<file path="config.mk">
export PLATFORM = sky130hd
export DESIGN_NAME = gdsr_top
export DESIGN_NICKNAME = d
export VERILOG_FILES = /design/src/gdsr_top.v /design/src/gdsr_bridge_slot.v
export VERILOG_INCLUDE_DIRS = /design/src
export SDC_FILE = /design/constraint.sdc
export NUM_CORES = 1
export LEC_CHECK = 0
export BUFFER_PORTS_ARGS = -buffer_cell sky130_fd_sc_hd__buf_2
export CAP_MARGIN = 25
export CORE_ASPECT_RATIO = 1.5
export CORE_MARGIN = 3
export CORE_UTILIZATION = 40
export CTS_BUF_LIST = sky130_fd_sc_hd__clkbuf_4 sky130_fd_sc_hd__clkbuf_8 sky130_fd_sc_hd__clkbuf_16
export CTS_CLUSTER_DIAMETER = 50
export DETAILED_ROUTE_END_ITERATION = 8
export GPL_TIMING_DRIVEN = 0
export PLACE_DENSITY = 0.67
export SYNTH_ARGS = -nofsm -noshare
export SYNTH_HDL_FRONTEND = slang
export SYNTH_SLANG_ARGS = --single-unit
</file>
<file path="constraint.sdc">
create_clock -name clk_sys_i -period 2.61 [get_ports clk_sys_i]
set_clock_uncertainty 0.15 [all_clocks]
set_input_delay 0.522 -clock clk_sys_i [delete_from_list [all_inputs] [get_ports clk_sys_i]]
set_output_delay 0.522 -clock clk_sys_i [all_outputs]
set_load 0.01 [all_outputs]
</file>
<file path="src/gdsr_defines.vh">
/*
 Constants for the gate delay status register bank: register addresses,
 field positions, reset values. Assumes inclusion by bare name.
*/
`ifndef GDSR_DEFINES_VH
`define GDSR_DEFINES_VH

// ==========================================================
// Register addresses (7-bit)
`define GDSR_ADDR_HB1 7'h53
`define GDSR_ADDR_HB2 7'h54
`define GDSR_ADDR_HB3 7'h55
`define GDSR_ADDR_HB4 7'h56
`define GDSR_ADDR_W 7

// ==========================================================
// Field layout
`define GDSR_OFF_MSB 13
`define GDSR_OFF_LSB 8
`define GDSR_ON_MSB 5
`define GDSR_ON_LSB 0
`define GDSR_CODE_W 6
`define GDSR_CODE_MAX 6'h3F
`define GDSR_MEAS_W 8
`define GDSR_WORD_W 16

// ==========================================================
// Reset values and step
`define GDSR_RESET_WORD 16'h0000
`define GDSR_RESET_CODE 6'h00
`define GDSR_STEP_PS 53300

`endif

</file>
<file path="src/gdsr_top.v">
/*
 Gate delay status register bank: four read-only effective delay words,
 read over the serial register port, and per-bridge regulation flags on regulating_o.
 Assumes the gate control delivers measurements and regulation levels on
 clk_sys_i, and the serial front end gives a synchronous read strobe.
 Host writes to these addresses are accepted on the port and dropped.
 Restart only clears the read path; the stored codes ride through it.
 Soft reset and power-on reset clear codes, flags and read data alike.
*/
// What this block does
// - Bits 15:14 and 7:6 of every delay status word always read zero.
// - Bits 13:8 hold the six-bit turn-off delay code in 53.3 ns steps.
// - Bits 5:0 hold the six-bit turn-on delay code in 53.3 ns steps.
// - Four read-only words for bridges 1 to 4 sit at addresses 0x53 to 0x56.
// - Power-on and soft reset clear all bits of all four words.
// - Restart clears the registered read data and read hit and leaves the codes as they were.
// - Codes show the delays applied by gate control and host writes never change them.
// - Each bridge has a flag that is 1 while either of its delays is in regulation.
`timescale 1ns/10ps
`include "gdsr_defines.vh"

module gdsr_top (
    // Clock and resets
    input wire clk_sys_i,
    input wire rst_i,
    input wire soft_rst_i,
    input wire restart_i,
    // Gate control measurements, one lane per bridge
    input wire [3:0] meas_valid_i,
    input wire [4*`GDSR_MEAS_W-1:0] meas_on_i,
    input wire [4*`GDSR_MEAS_W-1:0] meas_off_i,
    input wire [3:0] regulating_i,
    // Register port
    input wire rd_en_i,
    input wire wr_en_i,
    input wire [`GDSR_ADDR_W-1:0] addr_i,
    input wire [`GDSR_WORD_W-1:0] wdata_i,
    output reg [`GDSR_WORD_W-1:0] rdata_o,
    output reg rd_hit_o,
    // Status
    output reg [3:0] regulating_o
);

    // ==========================================================
    // Decoder lane codes
    localparam [2:0] LANE_NONE = 3'h0;
    localparam [2:0] LANE_HB1 = 3'h4;
    localparam [2:0] LANE_HB2 = 3'h5;
    localparam [2:0] LANE_HB3 = 3'h6;
    localparam [2:0] LANE_HB4 = 3'h7;

    // ==========================================================
    // Internal nets
    wire [4*`GDSR_CODE_W-1:0] on_codes;
    wire [4*`GDSR_CODE_W-1:0] off_codes;
    wire [3:0] reg_flags;
    wire [`GDSR_CODE_W-1:0] bridge1_on_delay_code;
    wire [`GDSR_CODE_W-1:0] bridge2_on_delay_code;
    wire [`GDSR_CODE_W-1:0] bridge3_on_delay_code;
    wire [`GDSR_CODE_W-1:0] bridge4_on_delay_code;
    wire [`GDSR_CODE_W-1:0] bridge1_off_delay_code;
    wire [`GDSR_CODE_W-1:0] bridge2_off_delay_code;
    wire [`GDSR_CODE_W-1:0] bridge3_off_delay_code;
    wire [`GDSR_CODE_W-1:0] bridge4_off_delay_code;
    wire bridge1_delay_regulating_flag;
    wire bridge2_delay_regulating_flag;
    wire bridge3_delay_regulating_flag;
    wire bridge4_delay_regulating_flag;
    wire [`GDSR_WORD_W-1:0] hb1_effective_delay_status;
    wire [`GDSR_WORD_W-1:0] hb2_effective_delay_status;
    wire [`GDSR_WORD_W-1:0] hb3_effective_delay_status;
    wire [`GDSR_WORD_W-1:0] hb4_effective_delay_status;
    reg [`GDSR_WORD_W-1:0] rdata_next;
    reg hit_next;

    // ==========================================================
    // Address decode
    function [2:0] decode_addr;
        input [`GDSR_ADDR_W-1:0] a;
        begin
            if (a == `GDSR_ADDR_HB1) begin
                decode_addr = 3'h4;
            end else if (a == `GDSR_ADDR_HB2) begin
                decode_addr = 3'h5;
            end else if (a == `GDSR_ADDR_HB3) begin
                decode_addr = 3'h6;
            end else if (a == `GDSR_ADDR_HB4) begin
                decode_addr = 3'h7;
            end else begin
                decode_addr = 3'h0;
            end
        end
    endfunction

    // ==========================================================
    // Per-bridge slots
    genvar g;
    generate
        for (g = 0; g < 4; g = g + 1) begin : slot
            gdsr_bridge_slot u_slot (
                .clk_sys_i(clk_sys_i),
                .rst_i(rst_i),
                .soft_rst_i(soft_rst_i),
                .meas_valid_i(meas_valid_i[g]),
                .meas_on_i(meas_on_i[g*`GDSR_MEAS_W +: `GDSR_MEAS_W]),
                .meas_off_i(meas_off_i[g*`GDSR_MEAS_W +: `GDSR_MEAS_W]),
                .regulating_i(regulating_i[g]),
                .on_code_o(on_codes[g*`GDSR_CODE_W +: `GDSR_CODE_W]),
                .off_code_o(off_codes[g*`GDSR_CODE_W +: `GDSR_CODE_W]),
                .regulating_o(reg_flags[g])
            );
        end
    endgenerate

    // ==========================================================
    // Named per-bridge views
    assign bridge1_on_delay_code = on_codes[0 +: `GDSR_CODE_W];
    assign bridge2_on_delay_code = on_codes[`GDSR_CODE_W +: `GDSR_CODE_W];
    assign bridge3_on_delay_code = on_codes[2*`GDSR_CODE_W +: `GDSR_CODE_W];
    assign bridge4_on_delay_code = on_codes[3*`GDSR_CODE_W +: `GDSR_CODE_W];
    assign bridge1_off_delay_code = off_codes[0 +: `GDSR_CODE_W];
    assign bridge2_off_delay_code = off_codes[`GDSR_CODE_W +: `GDSR_CODE_W];
    assign bridge3_off_delay_code = off_codes[2*`GDSR_CODE_W +: `GDSR_CODE_W];
    assign bridge4_off_delay_code = off_codes[3*`GDSR_CODE_W +: `GDSR_CODE_W];
    assign bridge1_delay_regulating_flag = reg_flags[0];
    assign bridge2_delay_regulating_flag = reg_flags[1];
    assign bridge3_delay_regulating_flag = reg_flags[2];
    assign bridge4_delay_regulating_flag = reg_flags[3];

    // ==========================================================
    // Word assembly
    // Reserved bits are constant zero, so no reset kind can expose junk there
    function [`GDSR_WORD_W-1:0] assemble_word;
        input [`GDSR_CODE_W-1:0] off_code;
        input [`GDSR_CODE_W-1:0] on_code;
        begin
            assemble_word = `GDSR_RESET_WORD;
            assemble_word[`GDSR_OFF_MSB:`GDSR_OFF_LSB] = off_code;
            assemble_word[`GDSR_ON_MSB:`GDSR_ON_LSB] = on_code;
        end
    endfunction

    assign hb1_effective_delay_status =
        assemble_word(bridge1_off_delay_code, bridge1_on_delay_code);
    assign hb2_effective_delay_status =
        assemble_word(bridge2_off_delay_code, bridge2_on_delay_code);
    assign hb3_effective_delay_status =
        assemble_word(bridge3_off_delay_code, bridge3_on_delay_code);
    assign hb4_effective_delay_status =
        assemble_word(bridge4_off_delay_code, bridge4_on_delay_code);

    // ==========================================================
    // Read mux; writes are deliberately ignored, words are read-only
    always @* begin
        rdata_next = `GDSR_RESET_WORD;
        hit_next = 1'b0;
        if (rd_en_i) begin
            if (decode_addr(addr_i) == LANE_HB1) begin
                hit_next = 1'b1;
                rdata_next = hb1_effective_delay_status;
            end else if (decode_addr(addr_i) == LANE_HB2) begin
                hit_next = 1'b1;
                rdata_next = hb2_effective_delay_status;
            end else if (decode_addr(addr_i) == LANE_HB3) begin
                hit_next = 1'b1;
                rdata_next = hb3_effective_delay_status;
            end else if (decode_addr(addr_i) == LANE_HB4) begin
                hit_next = 1'b1;
                rdata_next = hb4_effective_delay_status;
            end else begin
                hit_next = 1'b0;
                rdata_next = `GDSR_RESET_WORD;
            end
        end
    end

    // ==========================================================
    // Registered read data
    // Restart clears only the read path; stored codes survive it
    always @(posedge clk_sys_i or posedge rst_i) begin
        if (rst_i) begin
            rdata_o <= `GDSR_RESET_WORD;
        end else if (soft_rst_i) begin
            rdata_o <= `GDSR_RESET_WORD;
        end else if (restart_i) begin
            rdata_o <= `GDSR_RESET_WORD;
        end else begin
            rdata_o <= rdata_next;
        end
    end

    // ==========================================================
    // Registered read acknowledge
    always @(posedge clk_sys_i or posedge rst_i) begin
        if (rst_i) begin
            rd_hit_o <= 1'b0;
        end else if (soft_rst_i || restart_i) begin
            rd_hit_o <= 1'b0;
        end else begin
            rd_hit_o <= hit_next;
        end
    end

    // ==========================================================
    // Registered regulation flags
    // Soft reset clears flags together with the codes
    always @(posedge clk_sys_i or posedge rst_i) begin
        if (rst_i) begin
            regulating_o <= 4'h0;
        end else if (soft_rst_i) begin
            regulating_o <= 4'h0;
        end else begin
            regulating_o <= {bridge4_delay_regulating_flag,
                             bridge3_delay_regulating_flag,
                             bridge2_delay_regulating_flag,
                             bridge1_delay_regulating_flag};
        end
    end

endmodule

</file>
<file path="src/gdsr_bridge_slot.v">
/*
 One half-bridge delay status slot: holds the on and off delay codes and
 the regulation flag. Assumes measurement strobes are on clk_sys_i.
*/
`timescale 1ns/10ps
`include "gdsr_defines.vh"

module gdsr_bridge_slot (
    // Clock and resets
    input wire clk_sys_i,
    input wire rst_i,
    input wire soft_rst_i,
    // Measurement
    input wire meas_valid_i,
    input wire [`GDSR_MEAS_W-1:0] meas_on_i,
    input wire [`GDSR_MEAS_W-1:0] meas_off_i,
    input wire regulating_i,
    // Status
    output reg [`GDSR_CODE_W-1:0] on_code_o,
    output reg [`GDSR_CODE_W-1:0] off_code_o,
    output reg regulating_o
);

    // ==========================================================
    // Saturation
    function [`GDSR_CODE_W-1:0] sat6;
        input [`GDSR_MEAS_W-1:0] v;
        begin
            if (v > {2'h0, `GDSR_CODE_MAX}) begin
                sat6 = `GDSR_CODE_MAX;
            end else begin
                sat6 = v[`GDSR_CODE_W-1:0];
            end
        end
    endfunction

    // ==========================================================
    // Code storage; restart does not touch these
    always @(posedge clk_sys_i or posedge rst_i) begin
        if (rst_i) begin
            on_code_o <= `GDSR_RESET_CODE;
            off_code_o <= `GDSR_RESET_CODE;
            regulating_o <= 1'b0;
        end else if (soft_rst_i) begin
            on_code_o <= `GDSR_RESET_CODE;
            off_code_o <= `GDSR_RESET_CODE;
            regulating_o <= 1'b0;
        end else begin
            regulating_o <= regulating_i;
            if (meas_valid_i) begin
                on_code_o <= sat6(meas_on_i);
                off_code_o <= sat6(meas_off_i);
            end
        end
    end

endmodule

</file>
---- Yosys cells after proc, flatten, opt, wreduce, memory -nomap -nowiden ----
Index checks and enable logic that the tools add are counted.
Widths: inputs -> output; s select.
operators by class
  bitwise operators ....................... 0
  muxes and demuxes ....................... 56
  shift-type cells ........................ 0
  add/subtract/negate cells ............... 0
  magnitude comparators ................... 8
  reductions and logical operators ........ 5
  divide/modulo/power cells ............... 0
  equal/unequal tests ..................... 8
  multiply operators ...................... 0
operator list
  kind                count
  $mux 6              24
  $mux 14             5
  $gt 8x6->1 const B  8
  $mux 3              14
  $mux 16             2
  $eq 7x7->1 const B  4
  $eq 3x3->1 const B  4
  $mux 1              10
  $reduce_bool 2->1   4
  $mux 4              1
  $logic_or 1x1->1    1
word-level totals
  flip-flop bits (word level) ............. 73
  RAM bits ................................ 0
  memories kept ........................... 0
  input port bits ......................... 101
  output and inout bits ................... 21
  bits in read-only memories .............. 0
  logic and storage cells ................. 92
  bits in latches ......................... 0

---- Logic depth before layout (Yosys ltp) ----
Gate-level depths: netlist of run 1.
  depth after elaboration ................. 26
  gate-level depth with buffers ........... 4

---- Modules after synthesis ----
From an unflattened synthesis of run 1, not the netlist that was laid out.
unflattened totals
  cell total of the unflattened synthesis .. 308
  area total of the unflattened synthesis .. 3503.4 sq um
by module, submodules not included
  module            area an instance (sq um)  instances  cells an instance
  gdsr_bridge_slot  594.3                     4          54
  gdsr_top          1126.1                    1          92

---- Worst setup path before layout of run 1 ----
Ideal clock, no wire load.
  path kind ............................... input port to flip-flop
  from .................................... in addr_i[3]
  to ...................................... reg rdata_o[10]
  required time ........................... 2.383 ns
  library setup time ...................... 0.077 ns
  buffers on the path ..................... 1
  slack ................................... 1.161 ns
  stages .................................. 4
  arrival time ............................ 1.221 ns
  path through ............................ nor4b_2 > nand4b_2 > buf_6 > a21oi_1
on the way
  cells in the longest elaborated chain, start to end .. 17
ends and longest elaborated chain
  element               RTL line        text
  start, declared       gdsr_top.v:36   input wire [`GDSR_ADDR_W-1:0] addr_i,
  $eq 7x7->1 (no line)  --
  $mux 3                gdsr_top.v:87   end else if (a == `GDSR_ADDR_HB4) begin
  $mux 3                gdsr_top.v:85   end else if (a == `GDSR_ADDR_HB3) begin
  $mux 3                gdsr_top.v:83   end else if (a == `GDSR_ADDR_HB2) begin
  $mux 3 (*)            gdsr_top.v:81   if (a == `GDSR_ADDR_HB1) begin
  $mux 3                gdsr_top.v:164  end else if (decode_addr(addr_i) == LANE_HB3) begin
  $mux 3                gdsr_top.v:161  end else if (decode_addr(addr_i) == LANE_HB2) begin
  $mux 3                gdsr_top.v:158  if (decode_addr(addr_i) == LANE_HB1) begin
  $mux 3                gdsr_top.v:157  if (rd_en_i) begin
  $eq 3x3->1            gdsr_top.v:167  end else if (decode_addr(addr_i) == LANE_HB4) begin
  $mux 14               gdsr_top.v:167
  $mux 14               gdsr_top.v:164
  $mux 14               gdsr_top.v:161
  $mux 14 (*)           gdsr_top.v:158
  $mux 14 (*)           gdsr_top.v:157
  $mux 16 (*)           gdsr_top.v:185  end else if (restart_i) begin
  $mux 16 (*)           gdsr_top.v:183  end else if (soft_rst_i) begin
  end signal, assigned  gdsr_top.v:182  rdata_o <= `GDSR_RESET_WORD;
  end signal, assigned  gdsr_top.v:184  rdata_o <= `GDSR_RESET_WORD;
  end signal, assigned  gdsr_top.v:186  rdata_o <= `GDSR_RESET_WORD;
  end, declared         gdsr_top.v:38   output reg [`GDSR_WORD_W-1:0] rdata_o,
Every way passes the cells marked *; elsewhere a longest branch is shown, timed or not. The select of a mux whose other input is x is not followed.
A chain may end at the register's enable or synchronous reset.

---- Worst setup path in the final report of run 1 ----
  from .................................... reg rdata_o[4]
  to ...................................... out rdata_o[4]
No word-level cell between the ends.

==> impl_results.html, run 1 <==
<table>
<tr><th>Metric</th><th>Value</th></tr>
<tr><th colspan="2">Synthesis</th></tr>
<tr><td>Cell type contributing the most total cell area after synthesis</td><td>dfrtp_1</td></tr>
<tr><td>Asr flop ratio synth</td><td>100%</td></tr>
<tr><td>Part of the Yosys area used for sequential elements</td><td>54.9%</td></tr>
<tr><td>Average size of a mapped cell</td><td>9.85 sq um</td></tr>
<tr><td>Most common flop cell mapped by yosys</td><td>dfrtp_1</td></tr>
<tr><td>Post-Syn Area</td><td>0.00314 sq mm</td></tr>
<tr><td>Synth top area share</td><td>54.9%</td></tr>
<tr><td>Number of warnings printed during yosys synthesis</td><td>0</td></tr>
<tr><td>Number of instances in the synthesized netlist</td><td>319</td></tr>
<tr><td>Register bit total from synthesis</td><td>69</td></tr>
<tr><td>Number of enable-type register cells in the synthesized netlist</td><td>0</td></tr>
<tr><td>Cell types occupying the most area after synthesis</td><td>dfrtp_1 55%, nor2_1 12%, a211oi_1 11%</td></tr>
<tr><td>Count of different cell masters after synthesis</td><td>23</td></tr>
<tr><th colspan="2">Final layout</th></tr>
<tr><td>Post-layout util</td><td>53.5%</td></tr>
<tr><td>Number of diodes added for antenna fixing</td><td>0</td></tr>
<tr><td>Final instance area</td><td>0.00407 sq mm</td></tr>
<tr><td>Layout-stage area growth over the synthesis result</td><td>29.5%</td></tr>
<tr><td>Net total in the final layout</td><td>535</td></tr>
<tr><td>Most common cell after layout, fill and taps aside</td><td>buf_2</td></tr>
<tr><td>Fraction of layout cells with a size suffix above 1</td><td>31.7%</td></tr>
<tr><td>Commonest cells after routing, fill and taps aside</td><td>107 x buf_2, 98 x nor2_1, 69 x dfrtp_1, 48 x a211oi_1, 17 x clkbuf_1</td></tr>
<tr><td>Final non-filler cell total</td><td>540</td></tr>
<tr><th colspan="2">Placed design</th></tr>
<tr><td>Routability-driven placement congestion ratio</td><td>0.812</td></tr>
<tr><td>Half-perimeter wire length of the detailed placement result</td><td>6.08 mm</td></tr>
<tr><td>Area after detailed placement</td><td>0.00380 sq mm</td></tr>
<tr><td>Placed cell count</td><td>525</td></tr>
<tr><td>Count of buffers inserted at the top-level ports</td><td>100</td></tr>
<tr><th colspan="2">Die</th></tr>
<tr><td>Number of core rows</td><td>39</td></tr>
<tr><td>Die boundary width</td><td>78.4 um</td></tr>
<tr><td>Core Footprint</td><td>0.00761 sq mm</td></tr>
<tr><td>Ports</td><td>122</td></tr>
<tr><td>Die area</td><td>0.00898 sq mm</td></tr>
<tr><td>Starting utilization of the core area</td><td>41.3%</td></tr>
<tr><td>Die height</td><td>115 um</td></tr>
<tr><th colspan="2">Power</th></tr>
<tr><td>Leakage power figure</td><td>0.00197 uW</td></tr>
<tr><td>Net load switching power</td><td>618 uW</td></tr>
<tr><td>P per Cell Area</td><td>622 mW/mm^2</td></tr>
<tr><td>Worst vdd rail ir drop</td><td>0.335 mV</td></tr>
<tr><td>Portion of total power attributed to the clock network</td><td>42.5%</td></tr>
<tr><td>Proportion of power drawn by combinational gates</td><td>11.3%</td></tr>
<tr><td>Cell internal pwr</td><td>1910 uW</td></tr>
<tr><td>Net switching fraction of the power</td><td>24.4%</td></tr>
<tr><td>Sequential cell fraction of total power</td><td>46.2%</td></tr>
<tr><th colspan="2">Worst setup path</th></tr>
<tr><td>Master of the slowest instance on the critical path</td><td>dfrtp_1</td></tr>
<tr><td>Setup CP Type</td><td>flip-flop to primary output</td></tr>
<tr><td>CP Cell Sequence</td><td>buf_2</td></tr>
<tr><td>CP required</td><td>1.94 ns</td></tr>
<tr><td>Start point of the critical path</td><td>rdata_o[4]</td></tr>
<tr><td>Worst path max stage delay</td><td>0.39 ns</td></tr>
<tr><td>Crit start category</td><td>flip-flop</td></tr>
<tr><td>Arrival time of data at the critical path endpoint</td><td>0.87 ns</td></tr>
<tr><td>Largest fanout of any net on the critical path</td><td>1</td></tr>
<tr><td>Number of buffers and inverters on the critical path</td><td>1</td></tr>
<tr><td>Critical Path End Type</td><td>primary output</td></tr>
<tr><td>Worst path top cell family by delay</td><td>flip-flops</td></tr>
<tr><td>Source of the worst register-to-register timing path</td><td>slot[2].u_slot.on_code_o[3]</td></tr>
<tr><th colspan="2">Global route</th></tr>
<tr><td>Combined global-route utilization of all metal layers</td><td>18.8%</td></tr>
<tr><td>Global-route wire length before repair</td><td>12.7 mm</td></tr>
<tr><td>Via count of the first global-routing pass</td><td>2,618</td></tr>
<tr><td>Residual overflow from global routing</td><td>0</td></tr>
<tr><td>Antenna violations before repair</td><td>0</td></tr>
<tr><td>Maximum number of pins on one net before global-route repair</td><td>46</td></tr>
<tr><th colspan="2">Routing</th></tr>
<tr><td>Average detailed-routed wire length per instance</td><td>14.6 um</td></tr>
<tr><td>Remaining routing DRC violations</td><td>0</td></tr>
<tr><td>First-iteration detailed-routing DRC count</td><td>120</td></tr>
<tr><td>Overall via count from detail_route</td><td>2,648</td></tr>
<tr><td>Detailed Route WL</td><td>7.86 mm</td></tr>
<tr><td>Total iterations of the first detailed-routing run</td><td>4</td></tr>
<tr><td>Number of vias per cell</td><td>4.90</td></tr>
<tr><td>Number of antenna-violating nets in the routed design</td><td>0</td></tr>
<tr><th colspan="2">Timing</th></tr>
<tr><td>Actual slew at the worst max-slew pin</td><td>0.662 ns</td></tr>
<tr><td>Tcrit/Tclk final</td><td>58.9%</td></tr>
<tr><td>Max_slew headroom</td><td>55.9%</td></tr>
<tr><td>Worst hold slack</td><td>0.0798 ns</td></tr>
<tr><td>Final period demand of the worst path</td><td>1.54 ns</td></tr>
<tr><td>RSZ-0062 raised after global routing</td><td>no</td></tr>
<tr><td>Sum of negative setup slack</td><td>0 ns</td></tr>
<tr><td>Max Clk Rate</td><td>650 MHz</td></tr>
<tr><td>Hold Fails Final Rpt</td><td>0</td></tr>
<tr><td>Final number of setup-violating endpoints</td><td>0</td></tr>
<tr><td>Final max-slew violation count</td><td>0</td></tr>
<tr><th colspan="2">Run status</th></tr>
<tr><td>Run status</td><td>finished, final reports clean</td></tr>
<tr><th colspan="2">Clocking</th></tr>
<tr><td>Largest buffer count on any clock path</td><td>2</td></tr>
<tr><td># Post-CTS Setup Buffers</td><td>0</td></tr>
<tr><td>Clock latency at the later pin of the worst-skew pair</td><td>0.33 ns</td></tr>
<tr><td>Clock root buffer</td><td>clkbuf_16</td></tr>
<tr><td>Number of hold buffers added after CTS</td><td>0</td></tr>
<tr><td>TritonCTS clock tree</td><td>built</td></tr>
<tr><td>H-tree levels</td><td>3</td></tr>
<tr><td>Quantity of gates resized following cts</td><td>0</td></tr>
<tr><td>Clock transition at path regs</td><td>0.05 ns</td></tr>
<tr><td>Clock sink total</td><td>69</td></tr>
<tr><td>Total clock buffers created by CTS</td><td>9</td></tr>
<tr><th colspan="2">Job</th></tr>
<tr><td>Count of maximum capacitance violations</td><td>0</td></tr>
<tr><th colspan="2">Min path</th></tr>
<tr><td>Path type of the worst min-delay path</td><td>primary input to asynchronous set/reset pin</td></tr>
</table>
-- flip-flops by register name (all words and copies together) (netlist names) --
signal and cells:
regulating_o 4, slot.u_slot.off_code_o 24, rdata_o 12, slot.u_slot.on_code_o 24
rd_hit_o 1, slot.u_slot.regulating_o 4
-- power groups by stage --
stage               Sequential [uW]  Combinational [uW]  Clock (uW)
floorplan                      1170                 173           0
global placement               1190                 277           0
detailed placement             1190                 289           0
CTS                            1170                 291        1090
global route                   1170                 325        1140
finish                         1170                 287        1080
-- through the flow --
step	setup slack, ns	power (uW)
5_1_grt	1.06	2640
2_1_floorplan	0.198	1340
4_1_cts	1.07	2550
3_5_place_dp	0.821	1480
3_3_place_gp	-0.519	1460
6_report	1.07	2530
-- final timing paths --
check	endpoint	slack, ns	depth (start not counted)
worst min register to register	regulating_o[0]	0.32	1
max in group asynchronous	slot[3].u_slot.off_code_o[3]	1.62	3
worst min-delay path	slot[1].u_slot.off_code_o[4]	0.08	2
worst max-delay path	rdata_o[4]	1.07	1
min in group clk_sys_i	slot[0].u_slot.regulating_o	0.27	2
worst max register to register	rdata_o[3]	1.51	3
-- routing by layer --
metal  up-vias  track usage [%]  wire (um)
met4         0             10.0        255
met3        18             5.04        479
met1      1218             21.8       3190
met5         -                0          0
li1       1325                -          -
met2        87             31.4       3940
-- cell families after synthesis --
kind of cell / share of synthesized area, %
multiplexers: 4.30
buffers and inverters: 5.41
AO/OA/AOI/OAI: 17.2
other: 0.119
AND/OR/NAND/NOR: 18.0
flip-flops: 54.9
-- synthesized netlist by cell type (all sizes together), types with 8 or more instances --
| cell type | n |
|---|---|
| a211oi | 48 |
| a21oi | 12 |
| a32oi | 12 |
| buf | 15 |
| clkbuf | 17 |
| dfrtp | 69 |
| mux2 | 12 |
| nand2 | 12 |
| nor2 | 98 |
| nor2b | 9 |
| or2 | 8 |
-- cell type report --
class | instances | area (sq um)
plain buffers | 32 | 166
clock buffers | 10 | 239
clock inverters | 5 | 27.5
fillers | 753 | 3540
inverters | 1 | 3.75
multi-input cells | 220 | 1260
flip-flops and latches | 69 | 1730
well taps | 102 | 128
repair buffers | 101 | 520
-- worst reg2reg max path, delay by kind of cell (launching register included) --
| family | cells | cell delay, ns |
|---|---|---|
| multiplexers | 1 | 0.31 |
| flip-flops | 1 | 0.37 |
| AO/OA/AOI/OAI | 1 | 0.08 |
| AND/OR/NAND/NOR | 1 | 0.07 |
(Power assumes the default switching activity.)
==> inputs of run 2 (changes only) <==
--- a/config.mk
+++ b/config.mk
@@ -15,7 +15,7 @@
 export CTS_CLUSTER_DIAMETER = 50
 export DETAILED_ROUTE_END_ITERATION = 8
 export GPL_TIMING_DRIVEN = 0
-export PLACE_DENSITY = 0.67
+export PLACE_DENSITY = 0.69
 export SYNTH_ARGS = -nofsm -noshare
 export SYNTH_HDL_FRONTEND = slang
 export SYNTH_SLANG_ARGS = --single-unit
==> constraint.sdc (replaced) <==
create_clock -name clk_sys_i -period 1.4 [get_ports clk_sys_i]
set_clock_uncertainty 0.15 [all_clocks]
set_input_delay 0.28 -clock clk_sys_i [delete_from_list [all_inputs] [get_ports clk_sys_i]]
set_output_delay 0.28 -clock clk_sys_i [all_outputs]
set_load 0.01 [all_outputs]
==> run 2 against run 1 <==
Against the previous run: sequential share of layout area fell by 0.29 points; highest routed layer unchanged; setup slack got worse by 0.94 ns; wire length fell by 0.66%; combinational power rose by 88%; design area rose by 0.68%; critical path depth did not move; clock-buffer cell count rose by 3; non-clock buffer count rose by 1; largest cell class unchanged.
==> impl_results.html, run 2 (synthesis results as in run 1) <==
<table>
<tr><th>Metric</th><th>Value</th></tr>
<tr><th colspan="2">Run status</th></tr>
<tr><td>Run status</td><td>finished, final reports clean</td></tr>
<tr><th colspan="2">Timing</th></tr>
<tr><td>Worst hold slack</td><td>0.00927 ns (-0.0705 ns)</td></tr>
<tr><td>Final Worst Setup Slack</td><td>0.133 ns (-0.939 ns)</td></tr>
<tr><td>Final period demand of the worst path</td><td>1.27 ns</td></tr>
<tr><td>Tcrit/Tclk final</td><td>90.5%</td></tr>
<tr><td>Actual slew at the worst max-slew pin</td><td>0.585 ns (-0.0761 ns)</td></tr>
<tr><td>Max Clk Rate</td><td>789 MHz</td></tr>
<tr><td>Max_slew headroom</td><td>60.8% (+4.9 points)</td></tr>
<tr><td>Sum of negative setup slack</td><td>0 ns (unchanged)</td></tr>
<tr><td>RSZ-0062 raised after global routing</td><td>no</td></tr>
<tr><td>Final max-slew violation count</td><td>0 (unchanged)</td></tr>
<tr><td>Hold Fails Final Rpt</td><td>0 (unchanged)</td></tr>
<tr><td>Final number of setup-violating endpoints</td><td>0 (unchanged)</td></tr>
<tr><th colspan="2">Routing</th></tr>
<tr><td>Number of antenna-violating nets in the routed design</td><td>0 (unchanged)</td></tr>
<tr><td>Detailed Route WL</td><td>7.81 mm (-0.66%)</td></tr>
<tr><td>First-iteration detailed-routing DRC count</td><td>111 (-7.5%)</td></tr>
<tr><td>Remaining routing DRC violations</td><td>0 (unchanged)</td></tr>
<tr><td>Number of vias per cell</td><td>4.84 (-1.2%)</td></tr>
<tr><td>Total iterations of the first detailed-routing run</td><td>4 (unchanged)</td></tr>
<tr><td>Overall via count from detail_route</td><td>2,620 (-1.1%)</td></tr>
<tr><td>Average detailed-routed wire length per instance</td><td>14.4 um (-0.85%)</td></tr>
<tr><th colspan="2">Final layout</th></tr>
<tr><td>Layout-stage area growth over the synthesis result</td><td>30.3%</td></tr>
<tr><td>Registers with the most flip-flops</td><td>slot.u_slot.off_code_o (24), slot.u_slot.on_code_o (24), rdata_o (12)</td></tr>
<tr><td>Net total in the final layout</td><td>537 (+0.37%)</td></tr>
<tr><td>Final non-filler cell total</td><td>541 (+0.19%)</td></tr>
<tr><td>Number of diodes added for antenna fixing</td><td>0 (unchanged)</td></tr>
<tr><td>Fraction of layout cells with a size suffix above 1</td><td>31.7% (-0.072 points)</td></tr>
<tr><td>Filler cells</td><td>697 (-7.4%)</td></tr>
<tr><td>Most common cell after layout, fill and taps aside</td><td>buf_2</td></tr>
<tr><td>Commonest cells after routing, fill and taps aside</td><td>107 x buf_2, 98 x nor2_1, 69 x dfrtp_1, 48 x a211oi_1, 17 x clkbuf_1</td></tr>
<tr><th colspan="2">Worst setup path</th></tr>
<tr><td>Setup CP Type</td><td>flip-flop to primary output</td></tr>
<tr><td>Largest fanout of any net on the critical path</td><td>1 (unchanged)</td></tr>
<tr><td>Number of buffers and inverters on the critical path</td><td>1 (unchanged)</td></tr>
<tr><td>Start point of the critical path</td><td>rdata_o[9]</td></tr>
<tr><td>Worst path top cell family by delay</td><td>flip-flops</td></tr>
<tr><td>Arrival time of data at the critical path endpoint</td><td>0.84 ns (-0.03 ns)</td></tr>
<tr><td>Crit start category</td><td>flip-flop</td></tr>
<tr><td>CP Cell Sequence</td><td>buf_2</td></tr>
<tr><td>Master of the slowest instance on the critical path</td><td>dfrtp_1</td></tr>
<tr><td>Critical Path End Type</td><td>primary output</td></tr>
<tr><td>Worst path max stage delay</td><td>0.36 ns (-0.03 ns)</td></tr>
<tr><td>CP required</td><td>0.97 ns (-0.97 ns)</td></tr>
<tr><td>Source of the worst register-to-register timing path</td><td>slot[1].u_slot.off_code_o[4]</td></tr>
<tr><th colspan="2">Placed design</th></tr>
<tr><td>Placed cell count</td><td>525 (unchanged)</td></tr>
<tr><td>Half-perimeter wire length of the detailed placement result</td><td>5.95 mm (-2.3%)</td></tr>
<tr><td>Routability-driven placement congestion ratio</td><td>0.860 (+5.8%)</td></tr>
<tr><td>Worst slack, placed</td><td>-0.0823 ns (-0.904 ns)</td></tr>
<tr><td>Count of buffers inserted at the top-level ports</td><td>100 (unchanged)</td></tr>
<tr><th colspan="2">Power</th></tr>
<tr><td>Tot Pwr</td><td>4800 uW (+90%)</td></tr>
<tr><td>P per Cell Area</td><td>1170 mW/mm^2 (+88%)</td></tr>
<tr><td>Worst vdd rail ir drop</td><td>0.683 mV (+100%)</td></tr>
<tr><td>Proportion of power drawn by combinational gates</td><td>11.2% (about the same)</td></tr>
<tr><td>Net switching fraction of the power</td><td>23.6% (-0.76 points)</td></tr>
<tr><td>Sequential cell fraction of total power</td><td>45.3% (-0.9 points)</td></tr>
<tr><td>Portion of total power attributed to the clock network</td><td>43.5% (+1.0 points)</td></tr>
<tr><td>Cell internal pwr</td><td>3660 uW (+91%)</td></tr>
<tr><td>Net load switching power</td><td>1130 uW (+84%)</td></tr>
<tr><td>Leakage power figure</td><td>0.00198 uW (about the same)</td></tr>
<tr><th colspan="2">Global route</th></tr>
<tr><td>Via count of the first global-routing pass</td><td>2,634 (+0.61%)</td></tr>
<tr><td>Residual overflow from global routing</td><td>0 (unchanged)</td></tr>
<tr><td>Global-route wire length before repair</td><td>12.2 mm (-3.5%)</td></tr>
<tr><td>Combined global-route utilization of all metal layers</td><td>18.0% (-0.75 points)</td></tr>
<tr><td>Antenna violations before repair</td><td>0 (unchanged)</td></tr>
<tr><td>Maximum number of pins on one net before global-route repair</td><td>44 (-4.3%)</td></tr>
<tr><th colspan="2">Die</th></tr>
<tr><td>Die boundary width</td><td>78.4 um (unchanged)</td></tr>
<tr><td>Die area</td><td>0.00898 sq mm (unchanged)</td></tr>
<tr><td>Ports</td><td>122 (unchanged)</td></tr>
<tr><td>Core Footprint</td><td>0.00761 sq mm (unchanged)</td></tr>
<tr><td>Die height</td><td>115 um (unchanged)</td></tr>
<tr><td>Number of core rows</td><td>39 (unchanged)</td></tr>
<tr><td>Starting utilization of the core area</td><td>41.3% (unchanged)</td></tr>
<tr><th colspan="2">Min path</th></tr>
<tr><td>Path type of the worst min-delay path</td><td>primary input to flip-flop</td></tr>
<tr><td>Origin of the worst min-delay path</td><td>regulating_i[3]</td></tr>
<tr><th colspan="2">Clocking</th></tr>
<tr><td>Total clock buffers created by CTS</td><td>9 (unchanged)</td></tr>
<tr><td>Clock sink total</td><td>69 (unchanged)</td></tr>
<tr><td>Clock transition at path regs</td><td>0.05 ns (about the same)</td></tr>
<tr><td>TritonCTS clock tree</td><td>built</td></tr>
<tr><td># Post-CTS Setup Buffers</td><td>0 (unchanged)</td></tr>
<tr><td>Quantity of gates resized following cts</td><td>0 (unchanged)</td></tr>
<tr><td>H-tree levels</td><td>3 (unchanged)</td></tr>
<tr><td>Largest buffer count on any clock path</td><td>2 (unchanged)</td></tr>
<tr><td>Clock latency at the later pin of the worst-skew pair</td><td>0.33 ns (about the same)</td></tr>
<tr><td>Clock root buffer</td><td>clkbuf_16</td></tr>
<tr><th colspan="2">Job</th></tr>
<tr><td>Count of maximum capacitance violations</td><td>0 (unchanged)</td></tr>
</table>
## run 2: final cells by class
cell class | instances | area, sq um | share of cell area [%]
tap | 102 | 128 | 3.12
timing repair inverter | 1 | 5.00 | 0.122
timing repair buffer | 102 | 531 | 13.0
inverter | 1 | 7.51 | 0.183
sequential | 69 | 1730 | 42.2
clock inverter | 1 | 7.51 | 0.183
clock buffer | 13 | 268 | 6.54
buffer | 32 | 166 | 4.06
multi-input combinational | 220 | 1260 | 30.7
## run 2: what timing repair did
action | in CTS | in global routing
hold endpoints to repair | 26 | 0
endpoints found under the setup margin | 0 | 43
hold buffers | 1 | 0
## run 2: worst paths after layout
path                                          endpoint  slack (ns)  depth (start not counted)
hold / removal             slot[3].u_slot.regulating_o       0.009                          2
max in group asynchronous  slot[2].u_slot.on_code_o[1]        0.25                          4
setup / recovery                            rdata_o[9]        0.13                          1
setup reg to reg                           rdata_o[12]        0.30                          3
min in group asynchronous  slot[3].u_slot.on_code_o[3]        0.35                          3
hold reg to reg                        regulating_o[1]        0.30                          1
## run 2: layer usage
metal	up-vias	GRT usage [%]	part of all wire, %
met4	0	8.75	2.5
met1	1188	21.4	43
met5	-	0	0
met2	80	30.5	50
li1	1338	-	-
met3	14	4.25	5.1
## run 2: power by group through the flow
| stage | registers (uW) | logic [uW] | clock network [uW] |
|---|---|---|---|
| after floorplan | 2180 | 322 | 0 |
| after global placement | 2200 | 520 | 0 |
| after detailed placement | 2210 | 539 | 0 |
| after CTS | 2170 | 546 | 2110 |
| after global routing | 2180 | 609 | 2200 |
| final | 2170 | 540 | 2090 |
## run 2: per-stage QoR
stage | utilization, % | cell area [sq um]
floorplan | - | 3160
global placement | 49.7 | 3790
detailed placement | 50.0 | 3810
CTS | 53.7 | 4090
global route | 53.8 | 4100
finish | 53.8 | 4100
==> inputs of run 3 (changes only) <==
--- a/config.mk
+++ b/config.mk
@@ -10,12 +10,13 @@
 export CAP_MARGIN = 25
 export CORE_ASPECT_RATIO = 1.5
 export CORE_MARGIN = 3
-export CORE_UTILIZATION = 40
+export CORE_UTILIZATION = 25
 export CTS_BUF_LIST = sky130_fd_sc_hd__clkbuf_4 sky130_fd_sc_hd__clkbuf_8 sky130_fd_sc_hd__clkbuf_16
 export CTS_CLUSTER_DIAMETER = 50
 export DETAILED_ROUTE_END_ITERATION = 8
 export GPL_TIMING_DRIVEN = 0
-export PLACE_DENSITY = 0.69
+export HOLD_SLACK_MARGIN = 0.15
+export PLACE_DENSITY = 0.47
 export SYNTH_ARGS = -nofsm -noshare
 export SYNTH_HDL_FRONTEND = slang
 export SYNTH_SLANG_ARGS = --single-unit
==> run 3 against run 2 <==
Against the previous run: the flow now finishes with violations (hold timing); combinational power up 20%; first-iteration DRC count down 28%; clock power up 14%; sequential share of layout area down 5.2 points; non-clock buffer count up 48; largest power group is now clock.
==> impl_results.html, run 3 (synthesis results as in run 1) <==
<table>
<tr><th>Metric</th><th>Value</th></tr>
<tr><th colspan="2">Global route</th></tr>
<tr><td>Most Used Layer, Global Route</td><td>met2</td></tr>
<tr><td>GR Util met3</td><td>2.33% (-1.9 points)</td></tr>
<tr><td>Global-route wire length before repair</td><td>14.7 mm (+20%)</td></tr>
<tr><td>Maximum number of pins on one net before global-route repair</td><td>41 (-6.8%)</td></tr>
<tr><td>Residual overflow from global routing</td><td>0 (unchanged)</td></tr>
<tr><td>Combined global-route utilization of all metal layers</td><td>13.6% (-4.4 points)</td></tr>
<tr><td>Via count of the first global-routing pass</td><td>2,915 (+11%)</td></tr>
<tr><td>Global-route met2 utilization</td><td>22.9% (-7.5 points)</td></tr>
<tr><td>Antenna violations before repair</td><td>0 (unchanged)</td></tr>
<tr><td>M1 GR Usage</td><td>15.9% (-5.5 points)</td></tr>
<tr><th colspan="2">Job</th></tr>
<tr><td>Count of maximum capacitance violations</td><td>0 (unchanged)</td></tr>
<tr><th colspan="2">Routing</th></tr>
<tr><td>Number of vias per cell</td><td>4.40 (-9.1%)</td></tr>
<tr><td>Total iterations of the first detailed-routing run</td><td>4 (unchanged)</td></tr>
<tr><td>Remaining routing DRC violations</td><td>0 (unchanged)</td></tr>
<tr><td>Detailed Route WL</td><td>9.14 mm (+17%)</td></tr>
<tr><td>First-iteration detailed-routing DRC count</td><td>80 (-28%)</td></tr>
<tr><td>Average detailed-routed wire length per instance</td><td>14.3 um (-1.2%)</td></tr>
<tr><td>Number of antenna-violating nets in the routed design</td><td>0 (unchanged)</td></tr>
<tr><td>Overall via count from detail_route</td><td>2,822 (+7.7%)</td></tr>
<tr><th colspan="2">Worst setup path</th></tr>
<tr><td>R2R setup slack</td><td>0.20 ns (-0.10 ns)</td></tr>
<tr><td>Number of cells on the worst reg-to-reg path</td><td>2 (-1)</td></tr>
<tr><td>Arrival time of data at the critical path endpoint</td><td>1.40 ns (+0.56 ns)</td></tr>
<tr><td>Crit start category</td><td>primary input</td></tr>
<tr><td>CP required</td><td>1.50 ns (+0.53 ns)</td></tr>
<tr><td>Reg2Reg Capture Point</td><td>rdata_o[11]</td></tr>
<tr><td>Critical Path End Type</td><td>flip-flop</td></tr>
<tr><td>Setup CP Type</td><td>primary input to flip-flop</td></tr>
<tr><td>Largest fanout of any net on the critical path</td><td>10 (+9)</td></tr>
<tr><td>Source of the worst register-to-register timing path</td><td>slot[3].u_slot.off_code_o[3]</td></tr>
<tr><th colspan="2">Clocking</th></tr>
<tr><td>H-tree levels</td><td>3 (unchanged)</td></tr>
<tr><td>Largest buffer count on any clock path</td><td>2 (unchanged)</td></tr>
<tr><td>Clock latency at the later pin of the worst-skew pair</td><td>0.33 ns (about the same)</td></tr>
<tr><td>Clock transition at path regs</td><td>0.06 ns (about the same)</td></tr>
<tr><td>TritonCTS clock tree</td><td>built</td></tr>
<tr><td>Total clock buffers created by CTS</td><td>9 (unchanged)</td></tr>
<tr><td>Number of hold buffers added after CTS</td><td>49 (+48)</td></tr>
<tr><td>Clock root buffer</td><td>clkbuf_16</td></tr>
<tr><td># Post-CTS Setup Buffers</td><td>0 (unchanged)</td></tr>
<tr><td>Quantity of gates resized following cts</td><td>0 (unchanged)</td></tr>
<tr><td>Clock sink total</td><td>69 (unchanged)</td></tr>
<tr><th colspan="2">Run status</th></tr>
<tr><td>Run status</td><td>finished, violations left</td></tr>
<tr><td>Failing checks</td><td>hold timing</td></tr>
<tr><th colspan="2">Timing</th></tr>
<tr><td>Max Clk Rate</td><td>764 MHz (-3.2%)</td></tr>
<tr><td>Actual slew at the worst max-slew pin</td><td>0.870 ns (+0.285 ns)</td></tr>
<tr><td>Final max-slew violation count</td><td>0 (unchanged)</td></tr>
<tr><td>Worst hold slack</td><td>-0.0438 ns (-0.0531 ns)</td></tr>
<tr><td>Final Worst Setup Slack</td><td>0.0910 ns (-0.0419 ns)</td></tr>
<tr><td>Tcrit/Tclk final</td><td>93.5% (+3.0 points)</td></tr>
<tr><td>Final period demand of the worst path</td><td>1.31 ns (+0.0419 ns)</td></tr>
<tr><td>Final number of setup-violating endpoints</td><td>0 (unchanged)</td></tr>
<tr><td>Hold Fails Final Rpt</td><td>39 (+39)</td></tr>
<tr><td>Max_slew headroom</td><td>41.9% (-19 points)</td></tr>
<tr><td>RSZ-0062 raised after global routing</td><td>no</td></tr>
<tr><th colspan="2">Final layout</th></tr>
<tr><td>Registers with the most flip-flops</td><td>slot.u_slot.off_code_o (24), slot.u_slot.on_code_o (24), rdata_o (12)</td></tr>
<tr><td>Net total in the final layout</td><td>584 (+8.8%)</td></tr>
<tr><td>Final instance area</td><td>0.00468 sq mm (+14%)</td></tr>
<tr><td>Number of diodes added for antenna fixing</td><td>0 (unchanged)</td></tr>
<tr><td>Layout-stage area growth over the synthesis result</td><td>48.8%</td></tr>
<tr><td>Fraction of layout cells with a size suffix above 1</td><td>28.7% (-3.0 points)</td></tr>
<tr><td>Post-layout util</td><td>38.5% (-15 points)</td></tr>
<tr><td>Most common cell after layout, fill and taps aside</td><td>buf_2</td></tr>
<tr><td>Commonest cells after routing, fill and taps aside</td><td>107 x buf_2, 98 x nor2_1, 69 x dfrtp_1, 49 x dlygate4sd3_1, 48 x a211oi_1</td></tr>
<tr><th colspan="2">Die</th></tr>
<tr><td>Number of core rows</td><td>49 (+26%)</td></tr>
<tr><td>Ports</td><td>122 (unchanged)</td></tr>
<tr><td>Core Footprint</td><td>0.0121 sq mm (+59%)</td></tr>
<tr><td>Die area</td><td>0.0140 sq mm (+56%)</td></tr>
<tr><td>Starting utilization of the core area</td><td>25.9% (-15 points)</td></tr>
<tr><td>Die boundary width</td><td>97.6 um (+24%)</td></tr>
<tr><td>Die height</td><td>143 um (+25%)</td></tr>
<tr><th colspan="2">Placed design</th></tr>
<tr><td>Worst slack, placed</td><td>-0.176 ns (-0.0938 ns)</td></tr>
<tr><td>Area after detailed placement</td><td>0.00387 sq mm (+1.7%)</td></tr>
<tr><td>Count of buffers inserted at the top-level ports</td><td>100 (unchanged)</td></tr>
<tr><td>Routability-driven placement congestion ratio</td><td>0.926 (+7.8%)</td></tr>
<tr><td>Half-perimeter wire length of the detailed placement result</td><td>7.03 mm (+18%)</td></tr>
<tr><th colspan="2">Power</th></tr>
<tr><td>P per Cell Area</td><td>1120 mW/mm^2 (-4.8%)</td></tr>
<tr><td>Worst vdd rail ir drop</td><td>0.447 mV (-35%)</td></tr>
<tr><td>Leakage power figure</td><td>0.00219 uW (+11%)</td></tr>
<tr><th colspan="2">Min path</th></tr>
<tr><td>Path type of the worst min-delay path</td><td>primary input to asynchronous set/reset pin</td></tr>
</table>
[run 3: cell types whose count changed in the layout (fill, tap and decap cells not counted), sizes merged]
| cell | before | now |
|---|---|---|
| clkinv | 0 | 3 |
| clkbuf | 30 | 26 |
| dlygate4sd3 | 1 | 49 |
| bufinv | 0 | 2 |
[run 3: how the worst max path moves through the flow]
stage	start	depth (start not counted)	endpoint	slack, ns
2_1_floorplan	addr_i[3]	4	rdata_o[10]	0.19
3_3_place_gp	rst_i	2	slot[0].u_slot.off_code_o[0]	-0.30
3_5_place_dp	soft_rst_i	4	slot[2].u_slot.off_code_o[5]	-0.18
4_1_cts	addr_i[4]	5	rdata_o[3]	0.09
5_1_grt	addr_i[4]	5	rdata_o[3]	0.06
6_report	addr_i[4]	5	rdata_o[3]	0.09
[run 3: worst max-delay path, stage by stage]
cell	delay, ns
dlygate4sd3_1	0.52
buf_2	0.10
nand4b_2	0.16
buf_6	0.20
a21oi_1	0.15
[run 3: cell type report]
type / count / area, sq um
inverter: 1 / 7.51
multi-input combinational: 220 / 1260
clock inverter: 7 / 90.1
tap: 153 / 191
clock buffer: 9 / 225
sequential: 69 / 1730
buffer: 32 / 166
fill: 1276 / 7460
timing repair buffer: 150 / 1010
[run 3: metrics by stage]
| stage | TNS (ns) | total power [uW] | instances |
|---|---|---|---|
| 2_1_floorplan | 0 | 2510 | 322 |
| 3_3_place_gp | -23.72 | 2740 | 575 |
| 3_5_place_dp | -4.48 | 2760 | 576 |
| 4_1_cts | 0 | 5250 | 641 |
| 5_1_grt | 0 | 5440 | 641 |
| 6_report | 0 | 5220 | 641 |
[run 3: routing by layer]
metal | routed length [um] | up-vias
met4 | 384 | 0
met2 | 4600 | 82
li1 | - | 1429
met5 | 0 | -
met1 | 3780 | 1285
met3 | 373 | 26
[run 3: power breakdown]
| group | internal (uW) | switching (uW) | total [uW] | leakage, uW |
|---|---|---|---|---|
| Sequential | 2110 | 63.9 | 2170 | 0.000893 |
| Clock | 1550 | 846 | 2390 | 0.000151 |
| Combinational | 329 | 321 | 650 | 0.00115 |
